===== src/pkg/bpc_defines.svh =====
// timing and count constants for the burst and protection controller
// assumes a 25 MHz clock; included only by the controller module bpc_ctrl
`ifndef BPC_DEFINES_SVH
`define BPC_DEFINES_SVH
`define BPC_CLK_MHZ          25
`define BPC_SEL_TIMER_NS     2000
`define BPC_SEL_CYC          ((`BPC_SEL_TIMER_NS * `BPC_CLK_MHZ) / 1000)
`define BPC_BURST_BLANK_MS   20
`define BPC_BURST_BLANK_CYC  (`BPC_BURST_BLANK_MS * `BPC_CLK_MHZ * 1000)
`define BPC_ZC_MIN_LOW       4'h1
`define BPC_ZC_MIN_HIGH      4'h3
`define BPC_ZC_MAX_LOW       4'h8
`define BPC_ZC_MAX_HIGH      4'ha
`define BPC_OVP_PULSES       4'ha
`define BPC_SHORT_PULSES     2'h3
`endif


===== src/pkg/bpc_pkg.sv =====
// shared types of the burst and protection controller
// no assumptions beyond the defines header
package bpc_pkg;
	typedef enum logic [1:0] {BPC_RUN, BPC_NS_AR, BPC_AR, BPC_ODD_AR} bpc_prot_e;
	typedef enum logic [1:0] {BPC_NORMAL, BPC_BURST_ON, BPC_BURST_OFF} bpc_mode_e;
endpackage


===== src/pkg/bpc_gate_if.sv =====
// carrier between the controller and its on-time timer
// one clock domain
`timescale 1ns/1ns
interface bpc_gate_if;
	logic gate_on;
	logic on_expired;
	logic blank_done;
	modport ctrl (output gate_on, input on_expired, input blank_done);
	modport tmr  (input gate_on, output on_expired, output blank_done);
endinterface


===== src/hw/bpc_on_timer.sv =====
// on-time timer: blanking and maximum on-time since gate turn-on
// gate_on comes from a flip-flop in the controller
`timescale 1ns/1ns
module bpc_on_timer #(
	parameter int LEB_CYC    = 8,
	parameter int ONMAX_CYC  = 500
) (
	input  wire logic clk,      // clock
	input  wire logic rst_n,    // sync reset, low
	bpc_gate_if.tmr   g         // gate link
);
	typedef struct packed {
		logic [15:0] cnt;
		logic        exp;
		logic        blk;
	} bpc_tmr_s;
	bpc_tmr_s s_r, s_nxt;
	initial if (ONMAX_CYC <= LEB_CYC || ONMAX_CYC > 65535)
		$error("bpc_on_timer: bad timing parameters");
	always_comb
	begin
		s_nxt = s_r;
		if (!g.gate_on)
		begin
			s_nxt = '0;
		end
		else
		begin
			if (s_r.cnt != 16'hffff)
				s_nxt.cnt = s_r.cnt + 16'h0001;
			s_nxt.blk = (s_r.cnt >= 16'(LEB_CYC - 1));
			s_nxt.exp = (s_r.cnt >= 16'(ONMAX_CYC - 1));
		end
	end
	always_ff @(posedge clk)
	begin
		if (!rst_n)
			s_r <= '0;
		else
			s_r <= s_nxt;
	end
	assign g.on_expired = s_r.exp;
	assign g.blank_done = s_r.blk;
endmodule


===== src/hw/bpc_ctrl.sv =====
// burst and protection controller of a quasi-resonant flyback
// inputs are comparator results synchronous to clk; outputs are flops
// Notes on behaviour
// - sense above current limit turns gate off at once.
// - current limit is ignored during blanking after each turn-on.
// - level 1 if sampled feedback above reference, else level 2.
// - detection latch cleared while reference-good is low.
// - latch clear and off: isolate feedback resistor, enable select source.
// - at supply-on sample feedback, set latch, then freeze level.
// - 2 us after supply-on, drop select source, reconnect resistor.
// - burst entry: feedback below entry, counter at max, for 20 ms.
// - burst: above on threshold switch at fixed max count, burst limit.
// - burst: at off threshold stop until on threshold again.
// - feedback above exit level leaves burst, full current limit.
// - leaving burst loads counter with 1 low line or 3 high line.
// - faults map to non-switch, plain or odd-skip auto restart.
// - overload masked in burst; vcc ovp, output ovp, short masked in burst off.
// - line overvoltage held while comparator reports above.
// - brownout entered below brownout, released above brown-in.
// - supply under/over voltage resets, restart after off then on.
// - overload only after feedback high for blanking time.
// - output overvoltage after 10 consecutive off-time pulses above.
// - over-temperature held until release indication.
// - sense short after 3 consecutive on-time pulses below threshold.
// - gate forced off past maximum on-time.
// - low line minimum count 1, high line minimum count 3.
// - turn-on after ring suppression only when zc count >= counter, or >= max count in burst.
`timescale 1ns/1ns
`include "bpc_defines.svh"
module bpc_ctrl #(
	parameter int BURST_BLANK_CYC = `BPC_BURST_BLANK_CYC,
	parameter int OLP_BLANK_CYC   = 1000,
	parameter int RESTART_CYC     = 10000,
	parameter int LEB_CYC         = 8,
	parameter int ONMAX_CYC       = 500
) (
	input  wire logic clk,               // clock
	input  wire logic rst_n,             // sync reset, low
	input  wire logic ref_good,          // internal reference good
	input  wire logic vcc_on,            // supply above turn-on threshold
	input  wire logic vcc_off,           // supply below turn-off threshold
	input  wire logic vcc_ov,            // supply overvoltage
	input  wire logic fb_above_ref,      // feedback above selection reference
	input  wire logic fb_below_entry,    // feedback below selected burst_entry_level
	input  wire logic fb_above_exit,     // feedback above burst_exit_level
	input  wire logic fb_above_bon,      // feedback above burst_on_threshold
	input  wire logic fb_below_boff,     // feedback at burst_off_threshold
	input  wire logic fb_above_olp,      // feedback above overload_threshold
	input  wire logic cs_over_limit,     // sense above active current limit
	input  wire logic cs_below_short,    // sense below sense_short_threshold
	input  wire logic zc_pulse,          // one zero crossing, pulse
	input  wire logic zc_above_ovp,      // zero_cross_pin above output ovp level
	input  wire logic ring_done,         // ring suppression over
	input  wire logic off_max,           // maximum off time reached
	input  wire logic line_high,         // line above line reference
	input  wire logic line_above_ovp,    // line above line_overvoltage_threshold
	input  wire logic line_below_bo,     // line below brownout_threshold
	input  wire logic line_above_bi,     // line above brown-in threshold
	input  wire logic ot_flag,           // over-temperature trip
	input  wire logic ot_release,        // over-temperature release
	input  wire logic [3:0] ud_count,    // up/down counter value outside
	output logic      gate_cmd,          // gate drive on
	output logic      ud_load,           // load up/down counter, pulse
	output logic [3:0] ud_load_val,      // value for up/down counter
	output logic      burst_level2,      // selected burst level 2
	output logic      burst_climit,      // use burst_current_limit
	output logic      sel_src_en,        // selection source on, resistor off
	output bpc_pkg::bpc_mode_e  mode,    // normal / burst phases
	output bpc_pkg::bpc_prot_e  prot     // active protection response
);
	import bpc_pkg::*;
	typedef struct packed {
		logic        gate;
		logic        latch;
		logic        lvl2;
		logic        src;
		logic [6:0]  sel_cnt;
		bpc_mode_e   mode;
		logic [31:0] bb_cnt;
		logic [31:0] olp_cnt;
		logic [31:0] rs_cnt;
		logic [3:0]  zc_cnt;
		logic [3:0]  ovp_cnt;
		logic        ovp_seen;
		logic [1:0]  sh_cnt;
		logic        sh_seen;
		logic        bo;
		logic        ot;
		logic        vcc_fault;
		logic        ov_fault;
		bpc_prot_e   prot;
		logic        odd;
		logic        ldv;
		logic [3:0]  ldval;
	} bpc_ctrl_s;
	bpc_ctrl_s s_r, s_nxt;
	bpc_gate_if gi ();
	initial if (BURST_BLANK_CYC < 1 || OLP_BLANK_CYC < 1 || RESTART_CYC < 1)
		$error("bpc_ctrl: counts must be positive");
	function automatic logic [3:0] zc_min(input logic hi);
		return hi ? `BPC_ZC_MIN_HIGH : `BPC_ZC_MIN_LOW;
	endfunction
	function automatic logic [3:0] zc_max(input logic hi);
		return hi ? `BPC_ZC_MAX_HIGH : `BPC_ZC_MAX_LOW;
	endfunction
	bpc_on_timer #(.LEB_CYC(LEB_CYC), .ONMAX_CYC(ONMAX_CYC)) u_tmr (
		.clk   (clk),
		.rst_n (rst_n),
		.g     (gi.tmr)
	);
	assign gi.gate_on = s_r.gate;
	always_comb
	begin
		logic run;
		logic turn_on;
		logic olp_hit;
		logic [3:0] need;
		run = 1'b0;
		turn_on = 1'b0;
		olp_hit = 1'b0;
		need = 4'h0;
		s_nxt = s_r;
		s_nxt.ldv = 1'b0;
		// detection latch and selection source
		if (!ref_good)
		begin
			s_nxt.latch = 1'b0;
			s_nxt.src = 1'b1;
			s_nxt.sel_cnt = '0;
		end
		else if (!s_r.latch)
		begin
			s_nxt.src = 1'b1;
			if (vcc_on)
			begin
				s_nxt.latch = 1'b1;
				s_nxt.lvl2 = !fb_above_ref;
			end
		end
		else if (s_r.src)
		begin
			s_nxt.sel_cnt = s_r.sel_cnt + 7'h01;
			if (s_r.sel_cnt >= 7'(`BPC_SEL_CYC - 1))
				s_nxt.src = 1'b0;
		end
		// supply faults reset the controller until off then on
		if (vcc_ov && s_r.mode != BPC_BURST_OFF)
			s_nxt.ov_fault = 1'b1;
		else if (vcc_off)
			s_nxt.ov_fault = 1'b0;
		if (vcc_off)
			s_nxt.vcc_fault = 1'b1;
		else if (s_r.vcc_fault && vcc_on && !vcc_ov)
			s_nxt.vcc_fault = 1'b0;
		// line protections are level driven
		if (line_below_bo)
			s_nxt.bo = 1'b1;
		else if (line_above_bi)
			s_nxt.bo = 1'b0;
		if (ot_flag)
			s_nxt.ot = 1'b1;
		else if (ot_release)
			s_nxt.ot = 1'b0;
		// overload timing, masked in both burst phases
		if (fb_above_olp && s_r.mode == BPC_NORMAL)
		begin
			if (s_r.olp_cnt < 32'(OLP_BLANK_CYC))
				s_nxt.olp_cnt = s_r.olp_cnt + 32'h1;
			else
				olp_hit = 1'b1;
		end
		else
			s_nxt.olp_cnt = '0;
		// protection supervisor
		run = (s_r.prot == BPC_RUN);
		if (s_r.vcc_fault || s_r.ov_fault)
		begin
			s_nxt.prot = s_r.ov_fault ? BPC_ODD_AR : BPC_AR;
			s_nxt.rs_cnt = '0;
		end
		else if (line_above_ovp || s_r.bo || s_r.ot)
		begin
			s_nxt.prot = BPC_NS_AR;
			s_nxt.rs_cnt = '0;
		end
		else if (run && (olp_hit || s_r.ovp_seen || s_r.sh_seen))
		begin
			s_nxt.prot = BPC_ODD_AR;
			s_nxt.rs_cnt = '0;
			s_nxt.odd = 1'b0;
		end
		else if (!run)
		begin
			// odd skip waits two restart intervals before every restart attempt
			s_nxt.rs_cnt = s_r.rs_cnt + 32'h1;
			if (s_r.rs_cnt >= 32'(RESTART_CYC - 1))
			begin
				s_nxt.rs_cnt = '0;
				if (s_r.prot == BPC_ODD_AR && !s_r.odd)
					s_nxt.odd = 1'b1;
				else
				begin
					s_nxt.prot = BPC_RUN;
					s_nxt.mode = BPC_NORMAL;
					s_nxt.ldv = 1'b1;
					s_nxt.ldval = zc_min(line_high);
					s_nxt.ovp_seen = 1'b0;
					s_nxt.sh_seen = 1'b0;
					s_nxt.ovp_cnt = '0;
					s_nxt.sh_cnt = '0;
				end
			end
		end
		if (s_nxt.prot != BPC_RUN)
			s_nxt.gate = 1'b0;
		// zero-crossing count, cleared at each turn-on
		if (s_r.gate)
			s_nxt.zc_cnt = '0;
		else if (zc_pulse && s_r.zc_cnt != 4'hf)
			s_nxt.zc_cnt = s_r.zc_cnt + 4'h1;
		// burst mode sequencing
		case (s_r.mode)
			BPC_NORMAL:
			begin
				if (fb_below_entry && ud_count == zc_max(line_high))
				begin
					if (s_r.bb_cnt < 32'(BURST_BLANK_CYC - 1))
						s_nxt.bb_cnt = s_r.bb_cnt + 32'h1;
					else
					begin
						s_nxt.mode = BPC_BURST_ON;
						s_nxt.bb_cnt = '0;
					end
				end
				else
					s_nxt.bb_cnt = '0;
			end
			BPC_BURST_ON:
			begin
				if (fb_below_boff)
					s_nxt.mode = BPC_BURST_OFF;
			end
			BPC_BURST_OFF:
			begin
				if (fb_above_bon)
					s_nxt.mode = BPC_BURST_ON;
			end
			default:
				s_nxt.mode = BPC_NORMAL;
		endcase
		if (s_r.mode != BPC_NORMAL && fb_above_exit)
		begin
			s_nxt.mode = BPC_NORMAL;
			s_nxt.ldv = 1'b1;
			s_nxt.ldval = zc_min(line_high);
		end
		// gate on/off
		need = (s_r.mode == BPC_NORMAL) ? ud_count : zc_max(line_high);
		turn_on = !s_r.gate && run && s_r.latch && !s_r.src
			&& s_r.mode != BPC_BURST_OFF
			&& ((ring_done && s_r.zc_cnt >= need) || off_max);
		if (s_r.gate)
		begin
			if (gi.on_expired)
				s_nxt.gate = 1'b0;
			else if (cs_over_limit && gi.blank_done)
				s_nxt.gate = 1'b0;
			if (s_r.mode == BPC_BURST_OFF)
				s_nxt.gate = 1'b0;
		end
		else if (turn_on)
			s_nxt.gate = 1'b1;
		// output ovp judged on the last off-time cycle, once per off-time pulse
		if (!s_r.gate && s_nxt.gate)                          // no turn-on in burst off
		begin
			if (zc_above_ovp)
			begin
				s_nxt.ovp_cnt = s_r.ovp_cnt + 4'h1;
				if (s_r.ovp_cnt >= `BPC_OVP_PULSES - 4'h1)
					s_nxt.ovp_seen = 1'b1;
			end
			else
				s_nxt.ovp_cnt = '0;
		end
		if (s_r.gate && !s_nxt.gate && s_r.mode != BPC_BURST_OFF)
		begin
			// sense short judged at the end of each on-time outside burst off
			if (cs_below_short && gi.blank_done)
			begin
				s_nxt.sh_cnt = s_r.sh_cnt + 2'h1;
				if (s_r.sh_cnt >= `BPC_SHORT_PULSES - 2'h1)
					s_nxt.sh_seen = 1'b1;
			end
			else
				s_nxt.sh_cnt = '0;
		end
	end
	always_ff @(posedge clk)
	begin
		if (!rst_n)
		begin
			s_r <= '0;
			s_r.src <= 1'b1;
			s_r.vcc_fault <= 1'b1;
			s_r.prot <= BPC_AR;
		end
		else
			s_r <= s_nxt;
	end
	always_ff @(posedge clk)
	begin
		if (!rst_n)
		begin
			gate_cmd <= 1'b0;
			ud_load <= 1'b0;
			ud_load_val <= 4'h0;
			burst_level2 <= 1'b0;
			burst_climit <= 1'b0;
			sel_src_en <= 1'b1;
			mode <= BPC_NORMAL;
			prot <= BPC_AR;
		end
		else
		begin
			gate_cmd <= s_nxt.gate;
			ud_load <= s_nxt.ldv;
			ud_load_val <= s_nxt.ldval;
			burst_level2 <= s_nxt.lvl2;
			burst_climit <= (s_nxt.mode != BPC_NORMAL);
			sel_src_en <= s_nxt.src;
			mode <= s_nxt.mode;
			prot <= s_nxt.prot;
		end
	end
endmodule


===== config.mk =====
export PLATFORM = sky130hd
export DESIGN_NAME = bpc_ctrl
export DESIGN_NICKNAME = d
export VERILOG_FILES = /design/src/pkg/bpc_pkg.sv /design/src/pkg/bpc_gate_if.sv /design/src/hw/bpc_on_timer.sv /design/src/hw/bpc_ctrl.sv
export VERILOG_INCLUDE_DIRS = /design/src /design/src/pkg
export SDC_FILE = /design/constraint.sdc
export NUM_CORES = 1
export LEC_CHECK = 0
export BUFFER_PORTS_ARGS = -buffer_cell sky130_fd_sc_hd__buf_2
export CAP_MARGIN = 20
export CORE_MARGIN = 2
export CORE_UTILIZATION = 45
export DETAILED_ROUTE_END_ITERATION = 7
export HOLD_SLACK_MARGIN = 0.06
export PLACE_DENSITY = 0.67
export SLEW_MARGIN = 0
export SYNTH_ARGS = -nofsm -noshare
export SYNTH_HDL_FRONTEND = slang
export SYNTH_SLANG_ARGS = --single-unit

===== constraint.sdc =====
create_clock -name clk -period 6.5 [get_ports clk]
set_input_delay 0.325 -clock clk [delete_from_list [all_inputs] [get_ports clk]]
set_output_delay 0.325 -clock clk [all_outputs]
set_load 0.05 [all_outputs]

==> Yosys cells after proc, flatten, opt, wreduce, memory -nomap -nowiden <==
Index checks and enable logic that the tools add are counted.
{ "word_totals": {"ff_bits": 152, "in_bits": 28, "output_inout_bits": 13, "elab_cells": 194} }
{ "op_classes": {"bitwise": 4, "addsub": 8, "reduce_logical": 58, "eq_ne": 23, "n_mux": 66, "magnitude_cmp": 9} }
{ "ops": {"columns": ["cell", "count"], "rows": [
  ["$add 32x1->32 const B", 3],
  ["$mux 32", 3],
  ["$mux 8", 11],
  ["$mux 2", 19],
  ["$ge 32x14->1 const B", 1],
  ["$lt 32x10->1 const B", 1],
  ["$lt 32x19->1 const B", 1],
  ["$mux 5", 6],
  ["$ne 2x1->1 const B", 15],
  ["$mux 1", 22],
  ["$logic_and 1x1->1", 20],
  ["$reduce_and 6->1", 3],
  ["$reduce_bool 2->1", 9],
  ["$add 16x1->16 const B", 1],
  ["$ge 16x3->1 const B", 1],
  ["$ge 16x9->1 const B", 1],
  ["$ne 16x16->1 const B", 1],
  ["$add 4x1->4 const B", 2],
  ["$mux 4", 2],
  ["$reduce_and 2->1", 4],
  ["$reduce_bool 4->1", 2],
  ["$add 7x1->7 const B", 1],
  ["$ge 7x6->1 const B", 1],
  ["$logic_not 1->1", 6],
  ["19 further kinds", 32]
]} }

==> Longest topological paths before layout <==
Gate-level depths: netlist of run 1.
{ "depth": {"ltp_word": 21, "mapped_depth": 10, "ltp_nobuf": 9} }

==> Hierarchy <==
Synthesis of run 1 repeated with hierarchy kept, for this count alone.
{ "hier_totals": {"cells_unflattened": 770, "area_unflattened_um2": 6727.7} }
{ "by_module_without_submodules": {"columns": ["mod", "n_inst", "cells_per_inst", "area_per_inst_um2", "seq_area_each_um2"], "rows": [
  ["bpc_ctrl", 1, 671, 5851.9, 2642.5],
  ["bpc_on_timer", 1, 99, 875.8, 360.3]
]} }

==> Least setup slack after synthesis of run 1 <==
Ideal clock, no wire load.
{ "synth_timing": {"kind": "flip-flop to flip-flop", "startpoint": "register, netlist name mode[0]", "endpoint": "register gate_cmd", "setup_ps": 115, "arrival_ps": 2379, "t_required_ps": 6385, "path_buffers": 2, "period_less_slack_ps": 2493, "path_stages_with_launch": 11, "slack_ps": 4007, "cell_sequence": "dfxtp_1 or2_2 clkbuf_1 clkbuf_1 mux2i_1 ha_1 a21o_1 a21o_1 a211oi_1 nor2_1 o21a_1"} }
{ "synth_rtl": {"columns": ["element", "line", "rtl"], "rows": [
  ["end signal, assigned", "bpc_ctrl.sv:325", "gate_cmd <= s_nxt.gate;"],
  ["end, declared", "bpc_ctrl.sv:62", "output logic gate_cmd,"]
]} }

==> Worst setup path after layout of run 1 <==
{ "layout_timing": {"startpoint": "register s_r[88] (netlist name)", "endpoint": "register s_r[102] (netlist name)"} }
{ "layout_between": {"elab_chain_len": 3, "elab_cells_between_ends": 4, "cone_classes": "add/sub (1); order compare (1); mux (2)"} }
{ "layout_rtl": {"columns": ["element", "line", "rtl"], "rows": [
  ["start, declared", "bpc_ctrl.sv:96", "bpc_ctrl_s s_r, s_nxt;"],
  ["start signal, assigned", "bpc_ctrl.sv:308", "s_r <= s_nxt;"],
  ["$add 32x1->32 / $lt 32x19->1 (equally long branches)", "bpc_ctrl.sv:228, bpc_ctrl.sv:227", null],
  ["$mux 32 *", "bpc_ctrl.sv:227", "if (s_r.bb_cnt < 32'(BURST_BLANK_CYC - 1))"],
  ["$mux 32 *", "bpc_ctrl.sv:225", "if (fb_below_entry && ud_count == zc_max(line_high))"]
]} }
Mark *: on every way between the ends. The rest lies on a longest branch, timed or not.
A chain may end at the register's enable or synchronous reset.

==> results of run 1 <==
final cells by class:
| class | instances | area [um2] | area share [%] |
|---|---|---|---|
| Clock buffer | 19 | 443 | 5.81 |
| Clock inverter | 13 | 123 | 1.61 |
| Inverter | 24 | 90.1 | 1.18 |
| Multi-Input combinational cell | 542 | 3530 | 46.3 |
| Sequential cell | 150 | 3000 | 39.4 |
| Tap cell | 184 | 230 | 3.02 |
| Timing Repair Buffer | 40 | 205 | 2.69 |
synth_stat cells (all sizes together) (2+ instances only):
cell,instances
nand3b,4
o211a,3
a31oi,10
and2,29
ha,15
buf,13
nand3,32
or3,9
dfxtp,150
xor2,28
o21ai,23
o311a,2
xnor2,30
a21o,12
nand2,57
or4,4
o2111ai,4
o211ai,5
nor4,18
and3,27
nand2b,7
nor4b,2
o21a,5
o22ai,3
a2111o,2
nor2b,7
nor2,100
a211oi,3
clkbuf,15
nor3,15
or2,4
a21oi,19
nand4,24
inv,24
mux2i,8
nor3b,4
and4,7
critical path: stages, from the launching register on:
cell and delay [ns]:
dfxtp_1 0.34, ha_1 0.23, and4_1 0.22, o41ai_1 0.25, a31o_1 0.24, nand4_1 0.64
or3_1 0.59, o21ai_0 0.08
per-layer routing:
layer  vias to the layer above  global-route usage (%)  wire length, um
li1                       2670                       -                -
met1                      2480                    21.2             6070
met2                        82                    30.1             6550
met3                        12                    5.02              535
met4                         2                    6.92              130
met5                         -                       0               12
layout by cell type, fill, tap and decap left out, types with 5 or more instances in the layout:
cell,instances
nor2b_1,7
nand3_1,31
o21ai_0,22
and2_1,28
and3_1,26
xor2_1,28
clkbuf_16,17
nor2_4,10
ha_1,15
a21oi_1,19
nand2b_1,7
a21o_1,12
nor2_1,90
buf_2,38
or3_1,8
and4_1,7
nor4_1,13
nor3_1,12
dfxtp_1,150
o211ai_1,5
o21a_1,5
nand4_1,23
xnor2_1,30
inv_1,24
a31oi_1,10
nand2_1,56
mux2i_1,8
sequential cells by signal, indices dropped and copies added (netlist names), 2 cells and up:
register and cells:
s_r 121, u_tmr.s_r 16, mode 2, prot 2
ud_load_val 2
path summary, 6_finish.rpt:
check | to | slack (ns) | cells past startpoint
hold reg to reg | s_r[70]$_SDFFE_PN0N_ | 0.47 | 1
setup / recovery | s_r[102]$_SDFFE_PN0P_ | 3.83 | 7
setup reg to reg | s_r[102]$_SDFFE_PN0P_ | 3.83 | 7
hold / removal | s_r[10]$_SDFFE_PN0P_ | 0.13 | 2
power groups by stage:
| stage | clock network [mW] | logic [mW] | registers (mW) |
|---|---|---|---|
| 2_1_floorplan | 0 | 0.0365 | 0.950 |
| 3_3_place_gp | 0 | 0.0533 | 0.950 |
| 3_5_place_dp | 0 | 0.0553 | 0.950 |
| 4_1_cts | 0.961 | 0.0553 | 0.930 |
| 5_1_grt | 0.998 | 0.0615 | 0.930 |
| 6_report | 0.932 | 0.0545 | 0.930 |
cells by family after synthesis:
logic type,after synthesis,share of synthesized area (%)
other,1,0.0553
and+or+nand+nor,354,29.2
buffers and inverters,52,3.69
muxes,9,1.35
adders and majority gates,15,2.77
DFF,150,44.3
AOI/OAI and AO/OA,104,11.1
xor gates and xnor gates,58,7.50
per-stage QoR:
step	util, %	total power, mW	std cells	setup slack [ns]	area [um2]
after floorplan	-	0.987	744	4.01	6780
after global placement	48.2	1.00	940	3.95	7050
after detailed placement	48.2	1.01	940	3.86	7050
after CTS	52.0	1.95	972	3.83	7620
after global routing	52.0	1.99	972	3.60	7620
final	52.0	1.92	972	3.83	7620
==> impl_metrics.ini, run 1 <==
[yosys]
async_reset_ff_share_pct = 0
synth_area_per_cell_um2 = 9.12
synth.top_cell.area_share_pct = 44.3
yosys.area.top_type = dfxtp_1
synth-warning-count = 0
synthCells = 743
ys_types = 74
synth-edff-count = 0
netlist_area_mm2 = 0.00678
seq_area_frac_synth_pct = 44.3
dominantRegCellSynth = dfxtp_1
yosys-top-cells-area = dfxtp_1 (44%), nor2_1 (5.0%), xnor2_1 (3.9%)
synth-seq-cells = 150

[cells_and_area]
nNetsFinal = 818
drive_above_1_share_pct = 13.5
nFillCells = 1375
diodes = 0
synthToLayoutAreaGrowth_pct = 12.5

[global_route]
grt_pass1_vias = 5286
antenna_found_initial = 1
grt_max_degree = 55
grt_overflow = 0
grt_use_total_pct = 17.7
grt_pass1_wl_um = 23400

[worst_setup_path]
startpoint_type = flip-flop
reg2reg_from = s_r[88]$_SDFFE_PN0P_
crit_type = reg2reg
arrival_ns = 3.01
crit_start = s_r[88]$_SDFFE_PN0P_
endpoint_kind = flip-flop
cp_max_fo = 22
cp.required_ns = 6.84

[routing]
avgViaCountPerCell = 5.40
post_drt_wl_per_cell_um = 13.7
ant_nets = 0
vias = 5246
drc = 0
firstDrtPassIters = 4
drtIter0Drc = 152
routed_wl_um = 13300

[power_and_ir_drop]
power_density_mw_per_mm2 = 252
p_seq_share_pct = 48.5
ir_worst_vdd_uv = 176
power_leakage_nw = 2.89
intPower_mw = 1.49
clkPwrFrac_pct = 48.6
netSwitchingFraction_pct = 22.5
comb_power_share_pct = 2.8
p_sw_mw = 0.431

[place]
place.gp.congestion = 0.808
port_buffers = 38
dpl.hpwl_um = 9460

[cts]
insertion_delay_ns = 0.42
cts_root_buf = clkbuf_16
cts_resized = 0
clk_pin_slew_worst_paths_ns = 0.06
cts_made_buffers = 17
post_cts_buffers = 0
cts_hold_buf = 0
cts_tree = built
ctsHtreeMaxLevel = 4
cts_buffer_depth = 2
clkSinkCount = 150

[timing]
setup_viol = 0
hold_ws_ns = 0.131
rsz0062_at_grt = no
timing.final.crit_share_pct = 41.1
slew_violations = 0
tightestPinTransition_ns = 0.798
fin_skew_ns = 0.0113
tns_ns = 0
max_freq_ghz = 0.374
timing.final.crit_period_ns = 2.67
hold_viol = 0
relSlewSlack_pct = 46.7

[outcome]
outcome = finished, final reports clean

[floorplan]
die_x_um = 127
dieHeight_um = 127
rows = 44
dieArea_mm2 = 0.0161
initial_core_util_pct = 46.3
core-area_mm2 = 0.0146
pin_count = 41

[min_path]
hp-class = in2reg
hold_start = ot_flag

[run]
max-cap-violations = 0
No activity file was read; power rests on OpenSTA's default activity.
==> run 2, diff against run 1 <==
PLACE_DENSITY = 0.69   (was 0.67)
clock period = 2.2 ns   (was 6.5 ns; I/O delays follow)
==> run 2 against run 1 <==
The run now ends with setup timing left. Die area is the same. Combinational power increased to 3.6 times the previous value. Highest routed layer is now met4. Flip-flop and latch count stayed put. Non-clock buffer count increased by 48. Critical path depth grew 1. Maximum frequency is 21% higher. Global-route usage up 0.12 points. Final cell count is 4.9% higher. Via count up 2.3%. Critical path type unchanged. Wire length grew 2.3%. Utilization up 3.1 points.
==> impl_metrics.ini, run 2 (synthesis gave the netlist of run 1 again) <==
[cts]
clk_pin_slew_worst_paths_ns = 0.07
cts_tree = built
ctsHtreeMaxLevel = 4
cts_made_buffers = 17
clkSinkCount = 150
insertion_delay_ns = 0.43
cts_root_buf = clkbuf_16
cts_buffer_depth = 2

[routing]
firstDrtPassIters = 4
vias = 5366
post_drt_wl_per_cell_um = 13.3
routed_wl_um = 13600
wl_met1_um = 6610
avgViaCountPerCell = 5.26
drc = 0
wl_met2_um = 6320
drtIter0Drc = 252
wl_met3_um = 540
top_layer = met4
ant_nets = 0

[worst_setup_path]
cp_max_fo = 8
arrival_ns = 2.59
critical_path.max_stage_delay_ns = 0.31
crit_type = reg2reg
cpMaxStageDelayCell = dfxtp_1
cp.required_ns = 2.57
path_cells = ha_1 > and4_1 > o41ai_2 > a31o_1 > nand4_1 > buf_6 > nor4_2 > a21o_1
startpoint_type = flip-flop
endpoint_kind = flip-flop
r2r_slack_ns = -0.02

[global_route]
grt_max_degree = 30
antenna_found_initial = 0
grt_pass1_vias = 5106
grt_use_total_pct = 17.8
grt_pass1_wl_um = 23300
grt_overflow = 0

[cells_and_area]
nNetsFinal = 866
final_cell_mix = dfxtp_1 (146), nor2_1 (90), nand2_1 (55)
final_common_cell = dfxtp_1
largest-register = s_r
fin_util_pct = 55.2
drive_above_1_share_pct = 18.2
largest_reg_flops = 121
diodes = 0
nFillCells = 1317
synthToLayoutAreaGrowth_pct = 19.2
stdcell_area_mm2 = 0.00808
reg_top3 = s_r (121), u_tmr.s_r (16)

[run]
max-cap-violations = 0

[timing]
relSlewSlack_pct = 64.1
timing.final.crit_share_pct = 101
worst_slack_ns = -0.0152
fin_skew_ns = 0.0108
hold_ws_ns = 0.102
timing.final.crit_period_ns = 2.22
tns_ns = -0.0152
setup_viol = 1
hold_viol = 0
max_freq_ghz = 0.451
tightestPinTransition_ns = 0.533
slew_violations = 0
rsz0062_at_grt = yes

[min_path]
hp-class = in2reg

[floorplan]
rows = 44
die_x_um = 127
dieArea_mm2 = 0.0161
initial_core_util_pct = 46.3
pin_count = 41
dieHeight_um = 127
core-area_mm2 = 0.0146

[power_and_ir_drop]
ir_worst_vdd_uv = 561
power_leakage_nw = 3.15
power_density_mw_per_mm2 = 707
power.total_mw = 5.71

[outcome]
outcome = finished with violations
violations = setup timing

[place]
port_buffers = 38
place.gp.congestion = 0.831
placed_area_mm2 = 0.00730
dpl.hpwl_um = 9440
## run 2: cell types whose count changed in the layout (fill, tap and decap cells not counted), moves of 3 or more
cell,previous run,this run
dfxtp_2,0,4
buf_4,2,33
dfxtp_1,150,146
inv_6,3,6
inv_8,1,5
dlygate4sd3_1,0,15
## run 2: critical path, delay by kind of cell, from the launching register on
family / cells / cell delay (ns)
AOI/OAI and AO/OA: 3 / 0.63
adders and majority gates: 1 / 0.22
buffers and inverters: 1 / 0.25
DFF: 1 / 0.31
and+or+nand+nor: 3 / 0.76
## run 2: area by class of cell
class / instances / area [um2] / area share [%]
Multi-Input combinational cell: 542 / 3570 / 44.2
Timing Repair Buffer: 88 / 619 / 7.67
Sequential cell: 150 / 3010 / 37.2
Inverter: 24 / 90.1 / 1.12
Clock inverter: 15 / 135 / 1.67
Clock buffer: 17 / 425 / 5.27
Tap cell: 184 / 230 / 2.85
## run 2: worst paths after layout
| kind | cells past startpoint | startpoint | to |
|---|---|---|---|
| worst max-delay path | 8 | s_r[88]$_SDFFE_PN0P_ | s_r[100]$_SDFFE_PN0P_ |
| worst min-delay path | 4 | off_max | gate_cmd$_SDFF_PN0_ |
| worst max register to register | 8 | s_r[88]$_SDFFE_PN0P_ | s_r[100]$_SDFFE_PN0P_ |
| worst min register to register | 1 | ud_load_val[0]$_SDFFE_PN0P_ | ud_load_val[0]$_SDFFE_PN0P_ |
## run 2: what timing repair did
| action | 4_1_cts | 5_1_grt |
|---|---|---|
| endpoints found under the setup margin | 0 | 30 |
| hold buffers | 15 | 0 |
| endpoints found under the hold margin | 12 | 0 |
| buffers inserted | 0 | 2 |
| resized for setup | 0 | 13 |
## run 2: routing by layer
layer	GRT usage, %	up-vias
li1	-	2778
met4	5.75	0
met2	28.7	74
met3	5.53	13
met1	22.8	2501
met5	0	-
## run 2: power breakdown
part / internal [mW] / switching, mW / total [mW]
Sequential: 2.73 / 0.0166 / 2.75
Clock: 1.50 / 1.27 / 2.77
Combinational: 0.0863 / 0.108 / 0.194
## run 2: through the flow
step | setup slack [ns] | std cells
2_1_floorplan | 0.00363 | 744
3_3_place_gp | 0.0443 | 970
3_5_place_dp | 0.0102 | 970
4_1_cts | 0.00436 | 1017
5_1_grt | -0.175 | 1020
6_report | -0.0152 | 1020
